## src/design/exec_pkg.sv

```systemverilog
// Purpose: shared constants and encodings for the flag and load/store execute block
// Assumes: 8-bit data path, 16-bit data-memory addresses, 32 general registers
// Notes: command encodings are fixed codes because the issuing logic drives them
package exec_pkg;

  // widths
  localparam int DATA_W = 8;
  localparam int MEM_ADDR_W = 16;
  localparam int NUM_REGS = 32;
  localparam int REG_IDX_W = 5;
  localparam int DISP_W = 6;
  localparam int BUS_ADDR_W = 6;

  // register bus map
  localparam logic [5:0] REGS_BASE = 6'h00;
  localparam logic [5:0] STATUS_OFFSET = 6'h20;

  // status_flags_register bit positions
  localparam int FLAG_C = 0;
  localparam int FLAG_Z = 1;
  localparam int FLAG_N = 2;
  localparam int FLAG_V = 3;
  localparam int FLAG_S = 4;
  localparam int FLAG_H = 5;
  localparam int FLAG_T = 6;
  localparam int FLAG_I = 7;

  // reset values
  localparam logic [7:0] STATUS_RESET = 8'h00;
  localparam logic [7:0] REG_RESET = 8'h00;

  // low byte index of each pointer pair
  localparam logic [4:0] PTR_X_LO = 5'h1a;
  localparam logic [4:0] PTR_Y_LO = 5'h1c;
  localparam logic [4:0] PTR_Z_LO = 5'h1e;

  // timing counts in clock cycles
  localparam int FLAG_OP_CYCLES = 1;
  localparam int MEM_OP_CYCLES = 2;

  typedef enum logic [4:0] {
    set_carry_op = 5'h00,
    clear_carry_op = 5'h01,
    set_zero_op = 5'h02,
    clear_zero_op = 5'h03,
    set_negative_op = 5'h04,
    clear_negative_op = 5'h05,
    set_overflow_op = 5'h06,
    clear_overflow_op = 5'h07,
    set_sign_test_op = 5'h08,
    clear_sign_test_op = 5'h09,
    set_half_carry_op = 5'h0a,
    clear_half_carry_op = 5'h0b,
    set_transfer_op = 5'h0c,
    clear_transfer_op = 5'h0d,
    set_int_enable_op = 5'h0e,
    clear_int_enable_op = 5'h0f,
    indirect_load_op = 5'h10,
    offset_load_op = 5'h11,
    direct_load_op = 5'h12,
    indirect_store_op = 5'h13,
    offset_store_op = 5'h14
  } instr_op_e;

  typedef enum logic [1:0] {
    ptr_x = 2'h0,
    ptr_y = 2'h1,
    ptr_z = 2'h2
  } ptr_sel_e;

  typedef enum logic [1:0] {
    mode_plain = 2'h0,
    mode_post_inc = 2'h1,
    mode_pre_dec = 2'h2
  } addr_mode_e;

endpackage

```

## src/design/ptr_addr_unit.sv

```systemverilog
// Purpose: effective address and pointer update for data-memory transfers
// Assumes: purely combinational, evaluated in the accept cycle
// Notes: pointer arithmetic wraps modulo the address width
`timescale 1ns/1ps

module ptr_addr_unit
  import exec_pkg::*;
(
  // pointer and operand
  input wire logic [MEM_ADDR_W-1:0] ptr_val,
  input wire exec_pkg::addr_mode_e mode,
  input wire logic use_disp,
  input wire logic [DISP_W-1:0] disp,
  input wire logic use_direct,
  input wire logic [MEM_ADDR_W-1:0] direct_addr,
  // results
  output logic [MEM_ADDR_W-1:0] eff_addr,
  output logic [MEM_ADDR_W-1:0] ptr_next,
  output logic ptr_we
);

  always_comb begin
    eff_addr = ptr_val;
    ptr_next = ptr_val;
    ptr_we = 1'b0;
    if (use_direct) begin
      eff_addr = direct_addr;
    end else if (use_disp) begin
      // unsigned displacement, pointer left alone
      eff_addr = ptr_val + {{(MEM_ADDR_W-DISP_W){1'b0}}, disp};
    end else begin
      case (mode)
        mode_post_inc: begin
          ptr_next = ptr_val + 16'h0001;
          ptr_we = 1'b1;
        end
        mode_pre_dec: begin
          // access uses the already decremented value
          ptr_next = ptr_val - 16'h0001;
          eff_addr = ptr_val - 16'h0001;
          ptr_we = 1'b1;
        end
        default: begin
          eff_addr = ptr_val;
        end
      endcase
    end
  end

endmodule // ptr_addr_unit

```

## src/design/flag_ls_exec.sv

```systemverilog
// Purpose: executes flag set/clear and data-memory load/store instructions
// Assumes: data memory returns mem_rdata combinationally in the cycle mem_rd is high
// Notes: flag ops finish in one cycle, memory ops hold the block busy for one extra cycle
`timescale 1ns/1ps

////////////////////////////////////////////////////////////////////////////////
module flag_ls_exec
  import exec_pkg::*;
#(
  parameter int DISP_WIDTH = DISP_W
) (
  // clock and reset
  input wire logic sys_clk,
  input wire logic rst,
  input wire logic clk_en,
  // instruction command
  input wire logic instr_valid,
  input wire exec_pkg::instr_op_e instr_op,
  input wire exec_pkg::ptr_sel_e instr_ptr,
  input wire exec_pkg::addr_mode_e instr_mode,
  input wire logic [REG_IDX_W-1:0] instr_reg,
  input wire logic [DISP_W-1:0] instr_disp,
  input wire logic [MEM_ADDR_W-1:0] instr_addr,
  // instruction status
  output logic instr_busy,
  output logic instr_done,
  output logic instr_illegal,
  output logic [DATA_W-1:0] flags_out,
  // data memory
  output logic [MEM_ADDR_W-1:0] mem_addr,
  output logic [DATA_W-1:0] mem_wdata,
  output logic mem_rd,
  output logic mem_wr,
  input wire logic [DATA_W-1:0] mem_rdata,
  // register bus
  input wire logic [BUS_ADDR_W-1:0] bus_addr,
  input wire logic [DATA_W-1:0] bus_wdata,
  input wire logic bus_wr,
  input wire logic bus_rd,
  output logic [DATA_W-1:0] bus_rdata
);

  import exec_pkg::*;

  if (DISP_WIDTH != DISP_W) begin : g_bad_disp
    $error("displacement width must match the command port");
  end

  // the highest pointer pair needs both of its bytes inside the register file
  if (int'(PTR_Z_LO) + 1 >= NUM_REGS) begin : g_bad_ptr
    $error("pointer pairs must fit inside the register file");
  end

  typedef enum logic [0:0] {
    exec_idle,
    exec_mem
  } exec_state_e;

  ////////////////////////////////////////////////////////////////////////////////
  // state

  exec_state_e state_q;
  logic [DATA_W-1:0] regs_q [NUM_REGS];
  logic [DATA_W-1:0] status_q;
  logic busy_q;
  logic done_q;
  logic illegal_q;
  logic load_q;
  logic [REG_IDX_W-1:0] dest_q;
  logic [MEM_ADDR_W-1:0] mem_addr_q;
  logic [DATA_W-1:0] mem_wdata_q;
  logic mem_rd_q;
  logic mem_wr_q;
  logic [DATA_W-1:0] bus_rdata_q;

  ////////////////////////////////////////////////////////////////////////////////
  // decode

  logic take;
  logic take_mem;
  logic take_flag;
  logic is_flag_op;
  logic is_load;
  logic is_store;
  logic use_disp;
  logic use_direct;
  logic bad_cmd;
  logic flag_val;
  logic [2:0] flag_idx;
  logic [4:0] ptr_lo;
  logic [MEM_ADDR_W-1:0] ptr_val;
  logic [MEM_ADDR_W-1:0] eff_addr;
  logic [MEM_ADDR_W-1:0] ptr_next;
  logic ptr_upd;
  logic ptr_we;
  logic wb_en;

  assign take = clk_en && instr_valid && (state_q == exec_idle);
  // one qualified accept per kind keeps its users from drifting apart
  assign take_mem = take && !bad_cmd && (is_load || is_store);
  assign take_flag = take && !bad_cmd && is_flag_op;

  always_comb begin
    is_flag_op = 1'b0;
    is_load = 1'b0;
    is_store = 1'b0;
    use_disp = 1'b0;
    use_direct = 1'b0;
    flag_idx = 3'h0;
    flag_val = 1'b0;
    case (instr_op)
      set_carry_op, clear_carry_op: begin
        is_flag_op = 1'b1;
        flag_idx = 3'(FLAG_C);
      end
      set_zero_op, clear_zero_op: begin
        is_flag_op = 1'b1;
        flag_idx = 3'(FLAG_Z);
      end
      set_negative_op, clear_negative_op: begin
        is_flag_op = 1'b1;
        flag_idx = 3'(FLAG_N);
      end
      set_overflow_op, clear_overflow_op: begin
        is_flag_op = 1'b1;
        flag_idx = 3'(FLAG_V);
      end
      set_sign_test_op, clear_sign_test_op: begin
        is_flag_op = 1'b1;
        flag_idx = 3'(FLAG_S);
      end
      set_half_carry_op, clear_half_carry_op: begin
        is_flag_op = 1'b1;
        flag_idx = 3'(FLAG_H);
      end
      set_transfer_op, clear_transfer_op: begin
        is_flag_op = 1'b1;
        flag_idx = 3'(FLAG_T);
      end
      set_int_enable_op, clear_int_enable_op: begin
        is_flag_op = 1'b1;
        flag_idx = 3'(FLAG_I);
      end
      indirect_load_op: is_load = 1'b1;
      offset_load_op: begin
        is_load = 1'b1;
        use_disp = 1'b1;
      end
      direct_load_op: begin
        is_load = 1'b1;
        use_direct = 1'b1;
      end
      indirect_store_op: is_store = 1'b1;
      offset_store_op: begin
        is_store = 1'b1;
        use_disp = 1'b1;
      end
      default: begin
        is_flag_op = 1'b0;
      end
    endcase
    // even codes set, odd codes clear
    flag_val = ~instr_op[0];
  end

  // x has no displacement form; unknown codes and pointers are refused too
  assign bad_cmd = (!is_flag_op && !is_load && !is_store)
                   || (use_disp && instr_ptr == ptr_x)
                   || ((is_load || is_store) && !use_direct && instr_ptr != ptr_x
                       && instr_ptr != ptr_y && instr_ptr != ptr_z)
                   || ((is_load || is_store) && !use_direct && !use_disp
                       && instr_mode != mode_plain && instr_mode != mode_post_inc
                       && instr_mode != mode_pre_dec);

  always_comb begin
    case (instr_ptr)
      ptr_y: ptr_lo = PTR_Y_LO;
      ptr_z: ptr_lo = PTR_Z_LO;
      default: ptr_lo = PTR_X_LO;
    endcase
  end

  assign ptr_val = {regs_q[ptr_lo + 5'h01], regs_q[ptr_lo]};

  ptr_addr_unit u_ptr_addr (
    .ptr_val(ptr_val),
    .mode(instr_mode),
    .use_disp(use_disp),
    .disp(instr_disp),
    .use_direct(use_direct),
    .direct_addr(instr_addr),
    .eff_addr(eff_addr),
    .ptr_next(ptr_next),
    .ptr_we(ptr_upd)
  );

  // pointer written back at the accept edge, so it is settled before the access ends
  assign ptr_we = take_mem && ptr_upd;
  assign wb_en = clk_en && (state_q == exec_mem) && load_q;

  ////////////////////////////////////////////////////////////////////////////////
  // sequencing

  always_ff @(posedge sys_clk or posedge rst) begin
    if (rst) begin
      state_q <= exec_idle;
      busy_q <= 1'b0;
      load_q <= 1'b0;
      dest_q <= '0;
    end else if (clk_en) begin
      case (state_q)
        exec_idle: begin
          if (take_mem) begin
            // second cycle of a transfer is the memory access itself
            state_q <= exec_mem;
            busy_q <= 1'b1;
            load_q <= is_load;
            dest_q <= instr_reg;
          end
        end
        exec_mem: begin
          state_q <= exec_idle;
          busy_q <= 1'b0;
        end
        default: begin
          state_q <= exec_idle;
          busy_q <= 1'b0;
        end
      endcase
    end
  end

  always_ff @(posedge sys_clk or posedge rst) begin
    if (rst) begin
      done_q <= 1'b0;
      illegal_q <= 1'b0;
    end else if (clk_en) begin
      done_q <= take_flag || (state_q == exec_mem);
      illegal_q <= take && bad_cmd;
    end
  end

  ////////////////////////////////////////////////////////////////////////////////
  // data memory port

  always_ff @(posedge sys_clk or posedge rst) begin
    if (rst) begin
      mem_addr_q <= '0;
      mem_wdata_q <= '0;
      mem_rd_q <= 1'b0;
      mem_wr_q <= 1'b0;
    end else if (clk_en) begin
      if (take_mem) begin
        mem_addr_q <= eff_addr;
        mem_wdata_q <= regs_q[instr_reg];
        mem_rd_q <= is_load;
        mem_wr_q <= is_store;
      end else begin
        mem_rd_q <= 1'b0;
        mem_wr_q <= 1'b0;
      end
    end
  end

  ////////////////////////////////////////////////////////////////////////////////
  // general registers: load write-back, pointer update, then bus write

  for (genvar i = 0; i < NUM_REGS; i++) begin : g_regs
    always_ff @(posedge sys_clk or posedge rst) begin
      if (rst) begin
        regs_q[i] <= REG_RESET;
      end else if (clk_en) begin
        if (wb_en && dest_q == 5'(i)) begin
          regs_q[i] <= mem_rdata;
        end else if (ptr_we && ptr_lo == 5'(i)) begin
          regs_q[i] <= ptr_next[7:0];
        end else if (ptr_we && ptr_lo + 5'h01 == 5'(i)) begin
          regs_q[i] <= ptr_next[15:8];
        end else if (bus_wr && bus_addr == REGS_BASE + 6'(i)) begin
          regs_q[i] <= bus_wdata;
        end
      end
    end
  end

  ////////////////////////////////////////////////////////////////////////////////
  // status flags: an instruction beats a bus write in the same cycle

  always_ff @(posedge sys_clk or posedge rst) begin
    if (rst) begin
      status_q <= STATUS_RESET;
    end else if (clk_en) begin
      if (take_flag) begin
        // only the addressed flag moves
        status_q[flag_idx] <= flag_val;
      end else if (bus_wr && bus_addr == STATUS_OFFSET) begin
        status_q <= bus_wdata;
      end
    end
  end

  ////////////////////////////////////////////////////////////////////////////////
  // register bus read

  always_ff @(posedge sys_clk or posedge rst) begin
    if (rst) begin
      bus_rdata_q <= '0;
    end else if (clk_en) begin
      if (bus_rd && bus_addr < STATUS_OFFSET) begin
        bus_rdata_q <= regs_q[bus_addr[4:0]];
      end else if (bus_rd && bus_addr == STATUS_OFFSET) begin
        bus_rdata_q <= status_q;
      end else begin
        bus_rdata_q <= '0;
      end
    end
  end

  assign instr_busy = busy_q;
  assign instr_done = done_q;
  assign instr_illegal = illegal_q;
  assign flags_out = status_q;
  assign mem_addr = mem_addr_q;
  assign mem_wdata = mem_wdata_q;
  assign mem_rd = mem_rd_q;
  assign mem_wr = mem_wr_q;
  assign bus_rdata = bus_rdata_q;

endmodule // flag_ls_exec

```

## config.mk

```make
export PLATFORM = sky130hd
export DESIGN_NAME = flag_ls_exec
export DESIGN_NICKNAME = d
export VERILOG_FILES = /design/src/design/exec_pkg.sv /design/src/design/ptr_addr_unit.sv /design/src/design/flag_ls_exec.sv
export SDC_FILE = /design/constraint.sdc
export NUM_CORES = 1
export LEC_CHECK = 0
export BUFFER_PORTS_ARGS = -buffer_cell sky130_fd_sc_hd__buf_2
export CAP_MARGIN = 20
export CELL_PAD_IN_SITES_DETAIL_PLACEMENT = 1
export CELL_PAD_IN_SITES_GLOBAL_PLACEMENT = 2
export CORE_MARGIN = 2
export CORE_UTILIZATION = 40
export DETAILED_ROUTE_END_ITERATION = 12
export HOLD_SLACK_MARGIN = 0.12
export PLACE_DENSITY_LB_ADDON = 0.15
export SLEW_MARGIN = 40
export SYNTH_ARGS = -nofsm -noshare
export SYNTH_HDL_FRONTEND = slang
export SYNTH_SLANG_ARGS = --single-unit
export TNS_END_PERCENT = 20
```

## constraint.sdc

```tcl
create_clock -name sys_clk -period 19 [get_ports sys_clk]
set_clock_uncertainty 0.2 [all_clocks]
set_input_delay 1.9 -clock sys_clk [delete_from_list [all_inputs] [get_ports sys_clk]]
set_output_delay 1.9 -clock sys_clk [all_outputs]
set_load 0.01 [all_outputs]
```

==> summary.txt <==
CTS
  – Hold_buf cts: 0
  – Post-CTS sizing: 0
  – CTS Buf Count: 40
  – CTS max path bufs: 3
  – Root buf cell: clkbuf_16
  – CTS sink cnt: 308
  – CTS tree: yes
  – Postcts setup bufs: 0
  – Worst skew pair latency: 0.58 ns
  – Clk pin slew, worst setup/hold paths: 0.06 ns
  – Htree depth: 2

Critical path
  – CP max stage cell: mux4_1
  – Setup Crit Path Kind: in2reg
  – CP delay by family, top: simple AND/OR/NAND/NOR gates
  – Critical Path RT: between 15 and 20 ns
  – CP max stage delay: 0.79 ns
  – Crit path capture type: flip-flop
  – CP startpoint kind: input pin
  – CP Max Fanout: 20
  – Critical path's most frequent cell: inv_1
  – CP cell instances: buf_2 > inv_1 > ha_1 > buf_4 > mux4_1 > inv_1 > ha_1 > inv_1 > nor3_1 > nand3_1 > nor3_1 > xor2_1 > a22oi_1 > a221oi_1
  – Worst Setup SP: instr_ptr[1]
  – Worst Path Buf+Inv: 5
  – R2r startpoint: regs_q[9]
  – Worst EP arrival: 5.78 ns

Final layout
  – Final net count: roughly 2,200
  – Layout cell share with drive strength beyond 1: 20.0%
  – Filler cell count: 5,749
  – Synthesis-to-layout area growth: 11.9%

Floorplanning
  – Die X: 235 um
  – # IOs: ~110
  – Row count: 84
  – Initial core utilization: between 40% and 50%
  – Die ar.: 55,200 um^2
  – Die Ht: 235 um
  – Core Box Area: 52,700 um^2

Global routing
  – Vias in the first global route: about 19,000
  – Antenna violations before repair: 3
  – Total track usage: 32.8%
  – Global route overflow: 0
  – First-pass GRT wire length: roughly 140,000 um
  – Largest net degree at the start of global routing: between 100 and 150

Synth
  – FF+latch count, synth: 308
  – Synth top area share: 36.2%
  – Post-synthesis sequential area ratio: around 36%
  – Yosys warns: 0
  – Ranking of synthesized cells by area: dfrtp_1 36%, mux4_2 18%, mux2i_1 11%
  – Asr flop ratio synth: 100%
  – Post-synth EDFFs: 0
  – Cell accounting for the most synthesized area: dfrtp_1
  – Syn Inst Count: between 2,000 and 2,500
  – Commonest cells post-synth: 308 x dfrtp_1, 281 x nand2_1, 233 x o21ai_0
  – Most common cell in the synthesized netlist: dfrtp_1
  – Cell Area, Synth: approximately 21,000 um^2
  – Syn Nets: roughly 2,200
  – Post-synthesis cell type count: 74
  – Syn_area_per_cell: 9.93 um^2
  – Top FF cell, synth: dfrtp_1

Run
  – Number of max-cap violations: 0

Timing
  – Slew Limit Fails: 0
  – Slew HR: 37.4%
  – RSZ-0062 raised after global routing: false
  – Fin crit period: 5.58 ns
  – Final period util: 29.4%
  – Slew @ Worst Pin: 0.938 ns
  – Total negative setup slack: 0 ns
  – Final setup vio count: 0
  – Max Clk Rate: 179 MHz
  – Final worst slack: 13.42 ns
  – Fin. Hold Viols: 0

Detailed routing
  – DRT iter0 DRCs: 1,747
  – Avg WL per Cell: 31.7 um
  – Vias: 18,700
  – Vias/cell: 6.55
  – DRC: 0
  – Routed Antenna Nets: 0
  – First-pass DRT Iterations: 5
  – Post-Route WL: around 90,000 um

Power and ir drop
  – Pwr Density: 93.1 nW/um^2
  – Worst VDD drop: 0.0585 mV
  – Pleak: 10.0 nW

Placed design
  – Gpl congestion: 0.926
  – Dpl hpwl: between 60,000 and 70,000 um
  – IO buf count: about 110
  – Dpl ws: 12.84 ns

Worst hold path
  – Min-delay worst type: reg2reg
  – Hold_sp: mem_wdata[3]

Status
  – Outcome: complete, no violations
-- cells by family (layout without fill, tap and decap cells) --
group	Yosys count	count (layout)	share of synthesized area, %
AO/OA/AOI/OAI	548	548	15.6
XOR/XNOR	20	20	0.822
adder cells (fa/ha/maj)	17	17	1.03
buffers and inverters	213	240	3.80
flip-flops	308	308	36.2
multiplexers	410	410	29.7
other	0	1	0
AND/OR/NAND/NOR	630	630	12.9
-- layer usage --
metal / wire length, um / GRT usage, % / vias to the layer above / part of all wire (%)
met1: 38800 / 45.0 / 9694 / 43
met3: 6950 / 6.65 / 202 / 7.7
met5: 25 / 0 / - / 0.028
li1: - / - / 8048 / -
met2: 40600 / 50.3 / 794 / 45
met4: 4320 / 14.3 / 4 / 4.8
-- through the flow --
step / std cells / area, um^2 / hold WS, ns / util (%) / power (mW)
global route: 2861 / 23900 / 0.303 / 45.3 / 2.32
finish: 2862 / 23900 / 0.277 / 45.3 / 2.22
floorplan: 2146 / 21300 / 0.259 / - / 1.20
CTS: 2858 / 23800 / 0.284 / 45.1 / 2.22
detailed placement: 2789 / 22400 / 0.272 / 42.6 / 1.44
global placement: 2788 / 22300 / 0.260 / 42.3 / 1.42
-- power breakdown --
group	total [mW]	internal, mW	switching [mW]
Sequential	0.845	0.747	0.0980
Clock	0.775	0.459	0.317
Combinational	0.601	0.240	0.361
Total	2.22	1.45	0.776
-- layout by cell type, fill, tap and decap left out, drive strengths merged, types with 22 or more instances in the layout --
master  netlist  routed
a22oi        27      27
mux4        176     176
inv          24      25
nand2       281     281
buf          27     146
nor3         26      26
nor2        191     191
a21oi        99      99
nand3        37      37
dfrtp       308     308
clkbuf      161      60
a31oi        22      22
o21ai       246     246
mux2i       227     227
-- area by class of cell --
type / count / area [um^2] / area share [%]
multi-input cells: 1625 / 12900 / 54.2
flip-flops and latches: 308 / 7710 / 32.3
diodes: 1 / 2.50 / 0.0105
inverters: 25 / 106 / 0.446
repair buffers: 146 / 942 / 3.95
clock buffers: 60 / 1190 / 4.98
clock inverters: 9 / 115 / 0.482
well taps: 688 / 861 / 3.61
-- sequential cells by signal, summed over array words and instances, names as in the netlist, 5 cells and up --
register,count
regs_q,256
dest_q,5
bus_rdata,8
mem_addr,16
mem_wdata,8
flags_out,8
-- worst min-delay path: stages (launching register included) --
cell and delay, ns:
dfrtp_1 0.34, nand2_1 0.05, o21ai_0 0.06
-- path summary, 6_finish.rpt --
check                                    end  slack [ns]  depth (start not counted)
worst max-delay path              regs_q[36]       13.42                         14
worst min-delay path            mem_wdata[3]        0.28                          2
worst max register to register    regs_q[36]       15.05                         10
worst min register to register  mem_wdata[3]        0.28                          2
max in group asynchronous         regs_q[32]       16.11                          3
min in group asynchronous        regs_q[123]        1.21                          2
Power figures use the tool's default switching activity.
